[src/common/gtc_pkg.sv]
`default_nettype none

package gtc_pkg;

    // ------------------------------------------------------------------
    // Register map, byte addresses on the APB side.
    // ------------------------------------------------------------------
    localparam int             ADDR_W          = 8;
    localparam logic [7:0]     OFF_COUNT_LOW   = 8'h00;
    localparam logic [7:0]     OFF_COUNT_HIGH  = 8'h04;
    localparam logic [7:0]     OFF_CTRL        = 8'h08;
    localparam logic [7:0]     OFF_GATE        = 8'h0c;
    localparam logic [7:0]     OFF_STATUS      = 8'h10;
    localparam logic [7:0]     OFF_CLEAR       = 8'h14;
    localparam logic [7:0]     OFF_IRQ_EN      = 8'h18;

    // ------------------------------------------------------------------
    // Field positions.
    // ------------------------------------------------------------------
    localparam int             CTRL_ON_BIT     = 0;
    localparam int             CTRL_SYNC_BIT   = 1;
    localparam int             CTRL_OSC_BIT    = 2;
    localparam int             CTRL_PS_LSB     = 4;
    localparam int             CTRL_CS_LSB     = 6;
    localparam int             GATE_EN_BIT     = 0;
    localparam int             GATE_POL_BIT    = 1;
    localparam int             GATE_SRC_LSB    = 2;
    localparam int             STAT_OVF_BIT    = 0;

    // ------------------------------------------------------------------
    // Values after reset and fixed counts.
    // ------------------------------------------------------------------
    localparam logic [7:0]     CTRL_RST        = 8'h00;
    localparam logic [7:0]     GATE_RST        = 8'h00;
    localparam logic [15:0]    COUNT_RST       = 16'h0000;
    localparam logic [15:0]    COUNT_ALL_ONES  = 16'hffff;
    localparam logic [0:0]     IRQ_EN_RST      = 1'b0;
    localparam logic [1:0]     INSTR_PHASE_LAST = 2'h3;

    typedef enum logic [1:0] {
        GTC_SRC_INSTR = 2'b00,
        GTC_SRC_SYS   = 2'b01,
        GTC_SRC_EXT   = 2'b10,
        GTC_SRC_LFOSC = 2'b11
    } gtc_clk_src_e;

    typedef enum logic [1:0] {
        GTC_GATE_PIN  = 2'b00,
        GTC_GATE_CMP1 = 2'b01,
        GTC_GATE_CMP2 = 2'b10,
        GTC_GATE_NONE = 2'b11
    } gtc_gate_src_e;

endpackage : gtc_pkg

`default_nettype wire

[src/common/gtc_tick_if.sv]
`default_nettype none

interface gtc_tick_if;
    import gtc_pkg::*;

    gtc_clk_src_e clk_src;
    logic [1:0]   prescale;
    logic         sync_bypass;
    logic         osc_en;
    logic         sleep;
    logic         run;
    logic         restart;
    logic         tick;
    logic         xtal_lvl;

    modport ctrl (output clk_src, prescale, sync_bypass, osc_en, sleep, run, restart,
                  input  tick, xtal_lvl);
    modport gen  (input  clk_src, prescale, sync_bypass, osc_en, sleep, run, restart,
                  output tick, xtal_lvl);
endinterface : gtc_tick_if

`default_nettype wire

[src/design/gtc_tick_gen.sv]
`default_nettype none

module gtc_tick_gen
    import gtc_pkg::*;
(
    input  wire logic  pclk,
    input  wire logic  presetn,
    input  wire logic  external_count_input,
    input  wire logic  low_freq_internal_osc,
    input  wire logic  crystal_in_pin,
    gtc_tick_if.gen    tif
);

    function automatic logic [2:0] div_last(input logic [1:0] ps);
        div_last = 3'((4'h1 << ps) - 4'h1);
    endfunction : div_last

    logic [2:0] s1_reg, s1_next;
    logic [2:0] s2_reg, s2_next;
    logic       st3_reg, st3_next;
    logic       st4_reg, st4_next;
    logic       lf_d_reg, lf_d_next;
    logic [1:0] phase_reg, phase_next;
    logic [2:0] pre_reg, pre_next;
    logic       armed_reg, armed_next;
    logic       sel_lvl, rise_async, rise_sync, fall_ext, raw;

    // ------------------------------------------------------------------
    // Source selection and prescaler.
    // ------------------------------------------------------------------
    always_comb begin
        s1_next    = {low_freq_internal_osc, crystal_in_pin, external_count_input};
        s2_next    = s1_reg;
        sel_lvl    = tif.osc_en ? s2_reg[1] : s2_reg[0];
        st3_next   = sel_lvl;
        st4_next   = st3_reg;
        lf_d_next  = s2_reg[2];
        rise_async = sel_lvl & ~st3_reg;
        rise_sync  = st3_reg & ~st4_reg & ~tif.sleep;
        fall_ext   = ~sel_lvl & st3_reg;
        phase_next = tif.sleep ? phase_reg : 2'(phase_reg + 2'h1);
        armed_next = tif.restart ? 1'b0 : (fall_ext ? 1'b1 : armed_reg);  // RULE6
        unique case (tif.clk_src)
            GTC_SRC_INSTR: raw = (phase_reg == INSTR_PHASE_LAST) & ~tif.sleep;  // RULE4
            GTC_SRC_SYS:   raw = ~tif.sleep;  // RULE4
            GTC_SRC_EXT:   raw = armed_reg & (tif.sync_bypass ? rise_async : rise_sync);  // RULE5 RULE11 RULE14
            GTC_SRC_LFOSC: raw = s2_reg[2] & ~lf_d_reg;  // RULE3
        endcase
        pre_next = pre_reg;
        if (tif.restart) begin
            pre_next = 3'h0;  // RULE8
        end else if (raw & tif.run) begin
            pre_next = (pre_reg == div_last(tif.prescale)) ? 3'h0 : 3'(pre_reg + 3'h1);  // RULE7
        end
    end

    assign tif.tick     = raw & tif.run & ~tif.restart & (pre_reg == div_last(tif.prescale));
    assign tif.xtal_lvl = s2_reg[1];

    always_ff @(posedge pclk or negedge presetn) begin
        if (!presetn) begin
            s1_reg    <= 3'h0;
            s2_reg    <= 3'h0;
            st3_reg   <= 1'b0;
            st4_reg   <= 1'b0;
            lf_d_reg  <= 1'b0;
            phase_reg <= 2'h0;
            pre_reg   <= 3'h0;
            armed_reg <= 1'b0;
        end else begin
            s1_reg    <= s1_next;
            s2_reg    <= s2_next;
            st3_reg   <= st3_next;
            st4_reg   <= st4_next;
            lf_d_reg  <= lf_d_next;
            phase_reg <= phase_next;
            pre_reg   <= pre_next;
            armed_reg <= armed_next;
        end
    end
endmodule : gtc_tick_gen

`default_nettype wire

[src/design/gtc_timer.sv]
// How it works
// (RULE1) The count is sixteen bits, reached as a low and a high byte, and writing either byte updates it at once.
// (RULE2) The counter is off with counter_on clear, always counts with gate mode off, and is gated otherwise.
// (RULE3) clock_source_select picks the slow internal oscillator, the external pin, the system clock or a quarter of it.
// (RULE4) The instruction clock gives one count per four cycles and the system clock four.
// (RULE5) With the external source a count is taken on each rising edge, synchronised or not.
// (RULE6) External counting needs a falling edge first after enable, after a count write and after switching off.
// (RULE7) prescale_select divides the selected source by one, two, four or eight.
// (RULE8) The prescaler is hidden from software and cleared by a write to either count byte.
// (RULE9) The secondary oscillator runs while secondary_osc_enable is set, sleep included.
// (RULE10) Software may wait for the oscillator by presetting the count to FC00h and waiting for overflow.
// (RULE11) With sync_bypass set the external input skips the synchroniser and keeps counting and interrupting in sleep.
// (RULE12) Reads of either byte always return a consistent value.
// (RULE13) Software should stop the counter before writing it.
// (RULE14) Switching the synchroniser in or out may drop or add one count.
// (RULE15) Gate mode is enabled by gate_mode_enable, sensed by gate_polarity, from a selectable gate source.
// (RULE16) In gate mode the count advances only while the gate equals gate_polarity and holds otherwise.
// (RULE17) A wrap from all ones to zero sets the sticky overflow_flag until software clears it.
`default_nettype none

module gtc_timer
    import gtc_pkg::*;
(
    input  wire logic              pclk,
    input  wire logic              presetn,
    input  wire logic              psel,
    input  wire logic              penable,
    input  wire logic              pwrite,
    input  wire logic [ADDR_W-1:0] paddr,
    input  wire logic [31:0]       pwdata,
    output logic      [31:0]       prdata,
    output logic                   pready,
    output logic                   pslverr,
    input  wire logic              external_count_input,
    input  wire logic              low_freq_internal_osc,
    input  wire logic              crystal_in_pin,
    output logic                   crystal_out_pin,
    input  wire logic              gate_input,
    input  wire logic              comparator1_out,
    input  wire logic              comparator2_out,
    input  wire logic              sleep_mode,
    output logic                   irq
);

    // ------------------------------------------------------------------
    // Bus decode.
    // ------------------------------------------------------------------
    function automatic logic addr_mapped(input logic [ADDR_W-1:0] a);
        addr_mapped = (a == OFF_COUNT_LOW) || (a == OFF_COUNT_HIGH) || (a == OFF_CTRL)
                   || (a == OFF_GATE) || (a == OFF_STATUS) || (a == OFF_CLEAR) || (a == OFF_IRQ_EN);
    endfunction : addr_mapped

    logic [15:0] count_reg, count_next;
    logic [7:0]  counter_control_reg, counter_control_next;
    logic [7:0]  gate_control_reg, gate_control_next;
    logic        overflow_flag_reg, overflow_flag_next;
    logic        irq_en_reg, irq_en_next;
    logic [31:0] prdata_reg, prdata_next;
    logic        xtal_out_reg, xtal_out_next;
    logic [2:0]  gs1_reg, gs1_next;
    logic [2:0]  gs2_reg, gs2_next;

    logic        access;
    logic        wr_en;
    logic        wr_low;
    logic        wr_high;
    logic        wr_count;
    logic        clr_ovf;
    logic        ovf_event;
    logic        counter_on;
    logic        gate_mode_enable;
    logic        gate_polarity;
    logic        gate_lvl;
    logic        count_enable;
    gtc_gate_src_e gate_src;

    gtc_tick_if tif ();

    gtc_tick_gen u_tick_gen (
        .pclk                  (pclk),
        .presetn               (presetn),
        .external_count_input  (external_count_input),
        .low_freq_internal_osc (low_freq_internal_osc),
        .crystal_in_pin        (crystal_in_pin),
        .tif                   (tif)
    );

    assign access   = psel & penable;
    assign pready   = access;
    assign pslverr  = access & ~addr_mapped(paddr);
    assign wr_en    = access & pwrite & addr_mapped(paddr);
    assign wr_low   = wr_en & (paddr == OFF_COUNT_LOW);
    assign wr_high  = wr_en & (paddr == OFF_COUNT_HIGH);
    assign wr_count = wr_low | wr_high;
    assign clr_ovf  = wr_en & (paddr == OFF_CLEAR) & pwdata[STAT_OVF_BIT];
    assign prdata   = prdata_reg;

    // ------------------------------------------------------------------
    // Gate path.
    // ------------------------------------------------------------------
    // The gate sources are asynchronous to pclk, so each passes two flops.
    always_comb begin
        gs1_next = {comparator2_out, comparator1_out, gate_input};
        gs2_next = gs1_reg;
    end

    always_ff @(posedge pclk or negedge presetn) begin
        if (!presetn) begin
            gs1_reg <= 3'h0;
            gs2_reg <= 3'h0;
        end else begin
            gs1_reg <= gs1_next;
            gs2_reg <= gs2_next;
        end
    end

    assign counter_on       = counter_control_reg[CTRL_ON_BIT];
    assign gate_mode_enable = gate_control_reg[GATE_EN_BIT];
    assign gate_polarity    = gate_control_reg[GATE_POL_BIT];
    assign gate_src         = gtc_gate_src_e'(gate_control_reg[GATE_SRC_LSB +: 2]);

    always_comb begin
        unique case (gate_src)
            GTC_GATE_PIN:  gate_lvl = gs2_reg[0];  // RULE15
            GTC_GATE_CMP1: gate_lvl = gs2_reg[1];
            GTC_GATE_CMP2: gate_lvl = gs2_reg[2];
            GTC_GATE_NONE: gate_lvl = 1'b0;
        endcase
        count_enable = counter_on & (~gate_mode_enable | (gate_lvl == gate_polarity));  // RULE2 RULE16
    end

    // ------------------------------------------------------------------
    // Tick generator control.
    // ------------------------------------------------------------------
    // Turning the counter off also re-arms the falling-edge wait and clears the prescaler.
    always_comb begin
        tif.clk_src     = gtc_clk_src_e'(counter_control_reg[CTRL_CS_LSB +: 2]);  // RULE3
        tif.prescale    = counter_control_reg[CTRL_PS_LSB +: 2];
        tif.sync_bypass = counter_control_reg[CTRL_SYNC_BIT];
        tif.osc_en      = counter_control_reg[CTRL_OSC_BIT];
        tif.sleep       = sleep_mode;
        tif.run         = count_enable;
        tif.restart     = wr_count | ~counter_on;  // RULE6 RULE8
    end

    // ------------------------------------------------------------------
    // Secondary oscillator drive.
    // ------------------------------------------------------------------
    // The amplifier output is the inverted crystal level while enabled; it does not depend
    // on the processor clocks being gated, so it keeps running in sleep.
    always_comb begin
        xtal_out_next = tif.osc_en & ~tif.xtal_lvl;  // RULE9
    end

    always_ff @(posedge pclk or negedge presetn) begin
        if (!presetn) begin
            xtal_out_reg <= 1'b0;
        end else begin
            xtal_out_reg <= xtal_out_next;
        end
    end

    assign crystal_out_pin = xtal_out_reg;

    // ------------------------------------------------------------------
    // Count, control and interrupt state.
    // ------------------------------------------------------------------
    // A byte write beats a coincident increment so that the written value is exact; software
    // is still expected to stop the counter first.
    always_comb begin
        count_next           = count_reg;
        counter_control_next = counter_control_reg;
        gate_control_next    = gate_control_reg;
        irq_en_next          = irq_en_reg;
        ovf_event            = tif.tick & ~wr_count & (count_reg == COUNT_ALL_ONES);
        if (wr_low) begin
            count_next = {count_reg[15:8], pwdata[7:0]};  // RULE1 RULE13
        end else if (wr_high) begin
            count_next = {pwdata[7:0], count_reg[7:0]};  // RULE1
        end else if (tif.tick) begin
            count_next = 16'(count_reg + 16'h0001);  // RULE1
        end
        if (wr_en && paddr == OFF_CTRL) begin
            counter_control_next = pwdata[7:0];
        end
        if (wr_en && paddr == OFF_GATE) begin
            gate_control_next = pwdata[7:0];  // RULE15
        end
        if (wr_en && paddr == OFF_IRQ_EN) begin
            irq_en_next = pwdata[STAT_OVF_BIT];
        end
        // A new overflow in the clearing cycle keeps the flag set.
        overflow_flag_next = ovf_event | (overflow_flag_reg & ~clr_ovf);  // RULE17 RULE11
    end

    always_ff @(posedge pclk or negedge presetn) begin
        if (!presetn) begin
            count_reg           <= COUNT_RST;
            counter_control_reg <= CTRL_RST;
            gate_control_reg    <= GATE_RST;
            irq_en_reg          <= IRQ_EN_RST;
            overflow_flag_reg   <= 1'b0;
        end else begin
            count_reg           <= count_next;
            counter_control_reg <= counter_control_next;
            gate_control_reg    <= gate_control_next;
            irq_en_reg          <= irq_en_next;
            overflow_flag_reg   <= overflow_flag_next;
        end
    end

    assign irq = overflow_flag_reg & irq_en_reg;  // RULE11

    // ------------------------------------------------------------------
    // Read data.
    // ------------------------------------------------------------------
    // Read data is captured in the setup cycle from the pclk-domain count, so a byte read
    // never sees a half-updated value even with an unsynchronised source.
    always_comb begin
        prdata_next = prdata_reg;
        if (psel && !penable) begin
            prdata_next = 32'h0000_0000;
            if (!pwrite) begin
                unique case (paddr)
                    OFF_COUNT_LOW:  prdata_next[7:0] = count_reg[7:0];  // RULE12
                    OFF_COUNT_HIGH: prdata_next[7:0] = count_reg[15:8];  // RULE12
                    OFF_CTRL:       prdata_next[7:0] = counter_control_reg;
                    OFF_GATE:       prdata_next[7:0] = gate_control_reg;
                    OFF_STATUS:     prdata_next[STAT_OVF_BIT] = overflow_flag_reg;
                    OFF_IRQ_EN:     prdata_next[STAT_OVF_BIT] = irq_en_reg;
                    default:        prdata_next = 32'h0000_0000;
                endcase
            end
        end
    end

    always_ff @(posedge pclk or negedge presetn) begin
        if (!presetn) begin
            prdata_reg <= 32'h0000_0000;
        end else begin
            prdata_reg <= prdata_next;
        end
    end
endmodule : gtc_timer

`default_nettype wire

[config.mk]
export PLATFORM = sky130hd
export DESIGN_NAME = gtc_timer
export DESIGN_NICKNAME = d
export VERILOG_FILES = /design/src/common/gtc_pkg.sv /design/src/common/gtc_tick_if.sv /design/src/design/gtc_tick_gen.sv /design/src/design/gtc_timer.sv
export SDC_FILE = /design/constraint.sdc
export NUM_CORES = 1
export LEC_CHECK = 0
export ABC_AREA = 0
export BUFFER_PORTS_ARGS = -buffer_cell sky130_fd_sc_hd__buf_2
export CAP_MARGIN = 20
export CORE_MARGIN = 4
export CORE_UTILIZATION = 50
export CTS_CLUSTER_DIAMETER = 80
export CTS_CLUSTER_SIZE = 20
export DETAILED_ROUTE_END_ITERATION = 10
export GPL_ROUTABILITY_DRIVEN = 0
export PLACE_DENSITY = 0.76
export SYNTH_ARGS = -nofsm -noshare
export SYNTH_HDL_FRONTEND = slang
export SYNTH_SLANG_ARGS = --single-unit
export TNS_END_PERCENT = 50
[constraint.sdc]
create_clock -name pclk -period 2.5 [get_ports pclk]
set_input_delay 0.375 -clock pclk [delete_from_list [all_inputs] [get_ports pclk]]
set_output_delay 0.375 -clock pclk [all_outputs]
set_load 0.02 [all_outputs]
==> impl_metrics.toml, run 1 <==
[global_route]
grt_usage = 0.199
grt_pass1_wl_mm = 12.8
grt_pass1_vias = 2489
grt_max_degree = 41
antenna_found_initial = 0
gr-total-overflow = 0

[yosys]
yosysTopAreaCellShare = 0.471
synth_top_cells_by_area = "dfrtp_1, mux2_2, buf_4, mux4_2, xnor2_1"
avgSynthCellArea_um2 = 11.1
synth_flop_cell = "dfrtp_1"
synth_top_cells_by_count = "dfrtp_1, buf_4, nand2_1"
synthCells = 307
synth_seq_area_share = 0.471
synthMostInstantiatedCell = "dfrtp_1"
synth-seq-cells = 64
ys_types = 51
netlist_area_mm2 = 0.00340
yosysTopAreaCell = "dfrtp_1"
ys_warn_count = 0
synth-edff-count = 0
synthArstFlopShare = 1.00

[sta]
setup_viol = 0
rsz0062_at_grt = "no"
finalSetupTns_ps = 0
timing.final.ws_setup_ps = 213
skew_ps = 7.48
slew_viol_final = 0
finalHoldViolCount = 3
tightest_slew_ps = 565
clock.fmax_mhz = 437
slew_headroom = 0.623
finalCritPeriodShare = 0.915
hold_slack_ps = -3.82
period_needed_ps = 2290

[floorplanning]
io_pins = 88
start_util = 0.527
dieArea_mm2 = 0.00818
die_h_um = 90.5
die_x_um = 90.5
rows = 29
coreArea_mm2 = 0.00646

[cts]
clk_latency_ps = 360
post_cts_resized = 0
cts_made_buffers = 9
clockBufferDepth = 2
cts_tree = "yes"
clockRootBuffer = "clkbuf_8"
clock_sinks = 64
htree_num_levels = 3
post-cts-setup-buffer-count = 0
clkTransAtPathRegs_ps = 80
cts-hold-fix-buffers = 0

[pwr]
p_leak_nw = 1.78
power_density_mw_per_mm2 = 607
ir_drop_mv = 0.591

[final_layout]
fillCellCount = 527
final_area_mm2 = 0.00392
drive_above_1_share = 0.289
n_antenna_cell = 0
largest_register_ffs = 16
syn_to_final_growth_pct = 15.3
nets = 417

[setup_path]
cpPeakStageDelay_ps = 430
cp-endpoint = "count_reg[5]"
cpMaxStageDelayCell = "dfrtp_1"
cp_max_fo = 15
worst-path-buf-inv = 1
reg2reg_depth = 7
arrival_ps = 2530
reg2reg_slack_ps = 210
r2r_start = "counter_control_reg[6]"
cp.required_ps = 2750
path_depth = 7
cp-end-kind = "register"
cp_top_family = "compound AO/OA/AOI/OAI gates"
regToRegEndpoint = "count_reg[5]"
cp-start-kind = "register"
path_cells = "nand2b_1 > o41ai_1 > a22oi_1 > buf_12 > nor3_2 > mux2i_1 > a221o_1"
critical_path_class = "reg2reg"
startpoint = "counter_control_reg[6]"

[route]
dr.pass1.iters = 6
wl_mm = 7.80
drc = 0
wl_per_cell_um = 17.6
vias = 2621
ant_nets = 0
viasPerCell = 5.90
drtIter0Drc = 251

[status]
violations = "hold timing"
status = "complete, but fails checks"

[worst_hold_path]
hold_path.class = "in2async"

[placement]
place_ws_ps = 171
hpwlAfterDp_mm = 5.80
port_buffers = 39
placed_area_mm2 = 0.00370

[run]
cap_violations = 0
## through the flow
stage                util  cells  power, mW
floorplan               -    330       1.29
global placement    0.572    428       1.37
detailed placement  0.572    428       1.38
CTS                 0.607    444       2.39
global route        0.607    444       2.48
finish              0.607    444       2.38
## cell families (layout without fill, tap and decap cells)
family / Yosys count / in the layout / share of synthesized area
adders and majority gates: 3 / 3 / 0.0110
xor gates and xnor gates: 10 / 10 / 0.0258
and+or+nand+nor: 110 / 110 / 0.182
AOI/OAI and AO/OA: 48 / 48 / 0.109
buffers and inverters: 39 / 76 / 0.0703
muxes: 32 / 32 / 0.131
DFF: 64 / 64 / 0.471
other: 1 / 24 / 0.00110
## placed cells by master (no fill, tap or decap), types with 9 or more instances in the layout
| cell type | instances |
|---|---|
| nor4_1 | 9 |
| xnor2_1 | 10 |
| buf_4 | 12 |
| conb_1 | 24 |
| nor2_1 | 19 |
| clkbuf_8 | 9 |
| dfrtp_1 | 64 |
| a21oi_1 | 12 |
| nand2_1 | 21 |
| mux2_2 | 19 |
| nand3_1 | 14 |
| buf_2 | 39 |
## worst register-to-register path, stage by stage (launching register included)
cell,delay [ps]
dfrtp_1,430
nand2b_1,190
o41ai_1,300
a22oi_1,180
buf_12,190
nor3_2,430
mux2i_1,150
a221o_1,300
## per-layer routing
metal	GRT usage	vias to the layer above	wire length [um]
met5	0	-	0
met4	0.107	0	221
met3	0.0425	22	611
met2	0.315	134	3780
met1	0.256	1260	3190
li1	-	1205	-
## report_power, final
part / switching [mW] / leakage, nW / internal (mW)
Sequential: 0.0329 / 0.833 / 1.08
Combinational: 0.156 / 0.835 / 0.100
Clock: 0.445 / 0.110 / 0.571
## final cells by class
type                            instances  area [um2]  area share
Clock buffer                            9         124      0.0316
Timing Repair Buffer                   53         325      0.0829
Inverter                                7        26.3     0.00670
Sequential cell                        64        1600       0.408
Multi-Input combinational cell        227        1650       0.420
Tap cell                               77        96.3      0.0246
Clock inverter                          7         103      0.0262
## worst min path at each step
| stage | to | slack [ps] | cells after the start |
|---|---|---|---|
| 6_report | u_tick_gen.s1_reg[0] | -4 | 1 |
| 5_1_grt | u_tick_gen.s1_reg[0] | 30 | 1 |
| 4_1_cts | u_tick_gen.s1_reg[0] | 10 | 1 |
| 3_5_place_dp | u_tick_gen.s2_reg[0] | 340 | 0 |
| 3_3_place_gp | gs2_reg[2] | 330 | 0 |
| 2_1_floorplan | count_reg[0] | 80 | 0 |
(Power assumes the default switching activity.)
==> run 2, diff against run 1 <==
--- a/config.mk
+++ b/config.mk
@@ -9,12 +9,12 @@
 export BUFFER_PORTS_ARGS = -buffer_cell sky130_fd_sc_hd__buf_2
 export CAP_MARGIN = 20
 export CORE_MARGIN = 4
-export CORE_UTILIZATION = 50
+export CORE_UTILIZATION = 53
 export CTS_CLUSTER_DIAMETER = 80
 export CTS_CLUSTER_SIZE = 20
 export DETAILED_ROUTE_END_ITERATION = 10
 export GPL_ROUTABILITY_DRIVEN = 0
-export PLACE_DENSITY = 0.76
+export PLACE_DENSITY = 0.8
 export SYNTH_ARGS = -nofsm -noshare
 export SYNTH_HDL_FRONTEND = slang
 export SYNTH_SLANG_ARGS = --single-unit
==> run 2 against run 1 <==
Sequential cell count is the same. Total power shrank 1.8%. Critical path depth is 1 lower. Combinational power about the same. Die area fell by 5.2%. Highest routed layer unchanged. The run now ends clean. Clock power down 5%. Register-to-register slack worse by 70 ps. Clock skew is essentially flat. First-iteration DRC count is 13% higher.
==> impl_metrics.toml, run 2 (synthesis results as in run 1) <==
[route]
wl_per_cell_um = 18.1
vias = 2701
wl_mm = 8.00
dr.pass1.iters = 5
drc = 0
viasPerCell = 6.10
drtIter0Drc = 283
ant_nets = 0

[cts]
post-cts-setup-buffer-count = 0
cts_made_buffers = 9
clkTransAtPathRegs_ps = 70
clk_latency_ps = 340
clock_sinks = 64
htree_num_levels = 3
cts_tree = "yes"
cts-hold-fix-buffers = 0
clockRootBuffer = "clkbuf_8"
post_cts_resized = 0
clockBufferDepth = 2

[final_layout]
nets = 418
largest_register_ffs = 16
syn_to_final_growth_pct = 15.3
final_cell_mix = "dfrtp_1, buf_2, conb_1"
drive_above_1_share = 0.288
final_common_cell = "dfrtp_1"
ff_latch_area_mm2 = 0.00160
n_antenna_cell = 0
fillCellCount = 473
multi_input_area_mm2 = 0.00165

[sta]
slew_headroom = 0.588
slew_viol_final = 0
period_needed_ps = 2360
rsz0062_at_grt = "no"
setup_viol = 0
hold_slack_ps = 47.1
skew_ps = 7.83
clock.fmax_mhz = 424
tightest_slew_ps = 618
finalSetupTns_ps = 0
finalCritPeriodShare = 0.944
finalHoldViolCount = 0

[setup_path]
reg2reg_depth = 6
cp-start-kind = "register"
path_depth = 6
cp_top_family = "compound AO/OA/AOI/OAI gates"
regToRegEndpoint = "count_reg[5]"
reg2reg_slack_ps = 140
cp_max_fo = 7
r2r_start = "counter_control_reg[5]"
startpoint = "counter_control_reg[5]"
cpMaxStageDelayCell = "dfrtp_1"
arrival_ps = 2580
cpPeakStageDelay_ps = 430
cp-end-kind = "register"
worst-path-buf-inv = 0
path_cells = "or3_1 > a21oi_2 > o21bai_4 > nor3_2 > mux2i_1 > a221o_1"
critical_path_class = "reg2reg"
cp-endpoint = "count_reg[5]"
cp.required_ps = 2720

[pwr]
p_leak_nw = 1.78
power_density_mw_per_mm2 = 596
ir_drop_mv = 0.375

[floorplanning]
die_x_um = 88.1
rows = 28
start_util = 0.561
coreArea_mm2 = 0.00606
die_h_um = 88.1
io_pins = 88
dieArea_mm2 = 0.00776

[worst_hold_path]
hold_path.class = "in2async"

[global_route]
grt_pass1_vias = 2620
gr-total-overflow = 0
grt_max_degree = 39
antenna_found_initial = 0
grt_usage = 0.222
grt_pass1_wl_mm = 12.9

[status]
status = "finished clean"

[run]
cap_violations = 0

[placement]
port_buffers = 39
hpwlAfterDp_mm = 5.82
==> run 2: cell count changes in the layout (fill, tap and decap cells not counted) <==
cell / before / now
inv_6: 2 / 0
clkinv_4: 2 / 0
buf_4: 12 / 13
clkinv_2: 0 / 1
clkbuf_1: 0 / 1
clkinvlp_4: 1 / 2
clkbuf_8: 9 / 10
==> run 2: per-stage QoR <==
step	setup slack (ps)	power [mW]	instances	cell area [um2]	utilization
floorplan	312	1.29	330	3490	-
finish	141	2.34	443	3920	0.647
CTS	161	2.36	442	3920	0.646
global placement	198	1.37	426	3690	0.609
global route	47.8	2.44	443	3920	0.647
detailed placement	160	1.38	426	3690	0.609
==> run 2: worst min path at each step <==
stage | slack (ps) | endpoint | startpoint | cells after the start
2_1_floorplan | 80 | count_reg[0] | presetn | 0
3_3_place_gp | 330 | gs2_reg[0] | gs1_reg[0] | 0
3_5_place_dp | 340 | u_tick_gen.s2_reg[1] | u_tick_gen.s1_reg[1] | 0
4_1_cts | 60 | u_tick_gen.pre_reg[2] | presetn | 1
5_1_grt | 90 | gate_control_reg[1] | presetn | 1
6_report | 50 | u_tick_gen.s1_reg[1] | presetn | 1
==> run 2: worst register-to-register path: cells and delay by family (launching register included) <==
kind | cells | cell delay [ps]
DFF | 1 | 430
muxes | 1 | 160
AOI/OAI and AO/OA | 3 | 850
and+or+nand+nor | 2 | 810
==> run 2: power breakdown <==
part           internal, mW  leakage (nW)  total (mW)  switching [mW]
logic                 0.101         0.839       0.259           0.158
clock network         0.587         0.106       0.972           0.385
registers              1.08         0.833        1.11          0.0308
==> run 2: cell type report <==
class | count | share of cell area
sequential | 64 | 0.408
tap | 75 | 0.0239
multi-input combinational | 227 | 0.420
inverter | 7 | 0.00670
timing repair buffer | 54 | 0.0848
clock inverter | 5 | 0.0204
clock buffer | 11 | 0.0360
==> run 2: routing by layer <==
layer,track usage,vias up,part of all wire
met5,0,-,0
met4,0.0893,0,0.031
met3,0.0677,26,0.087
met2,0.353,147,0.48
met1,0.285,1317,0.40
li1,-,1211,-
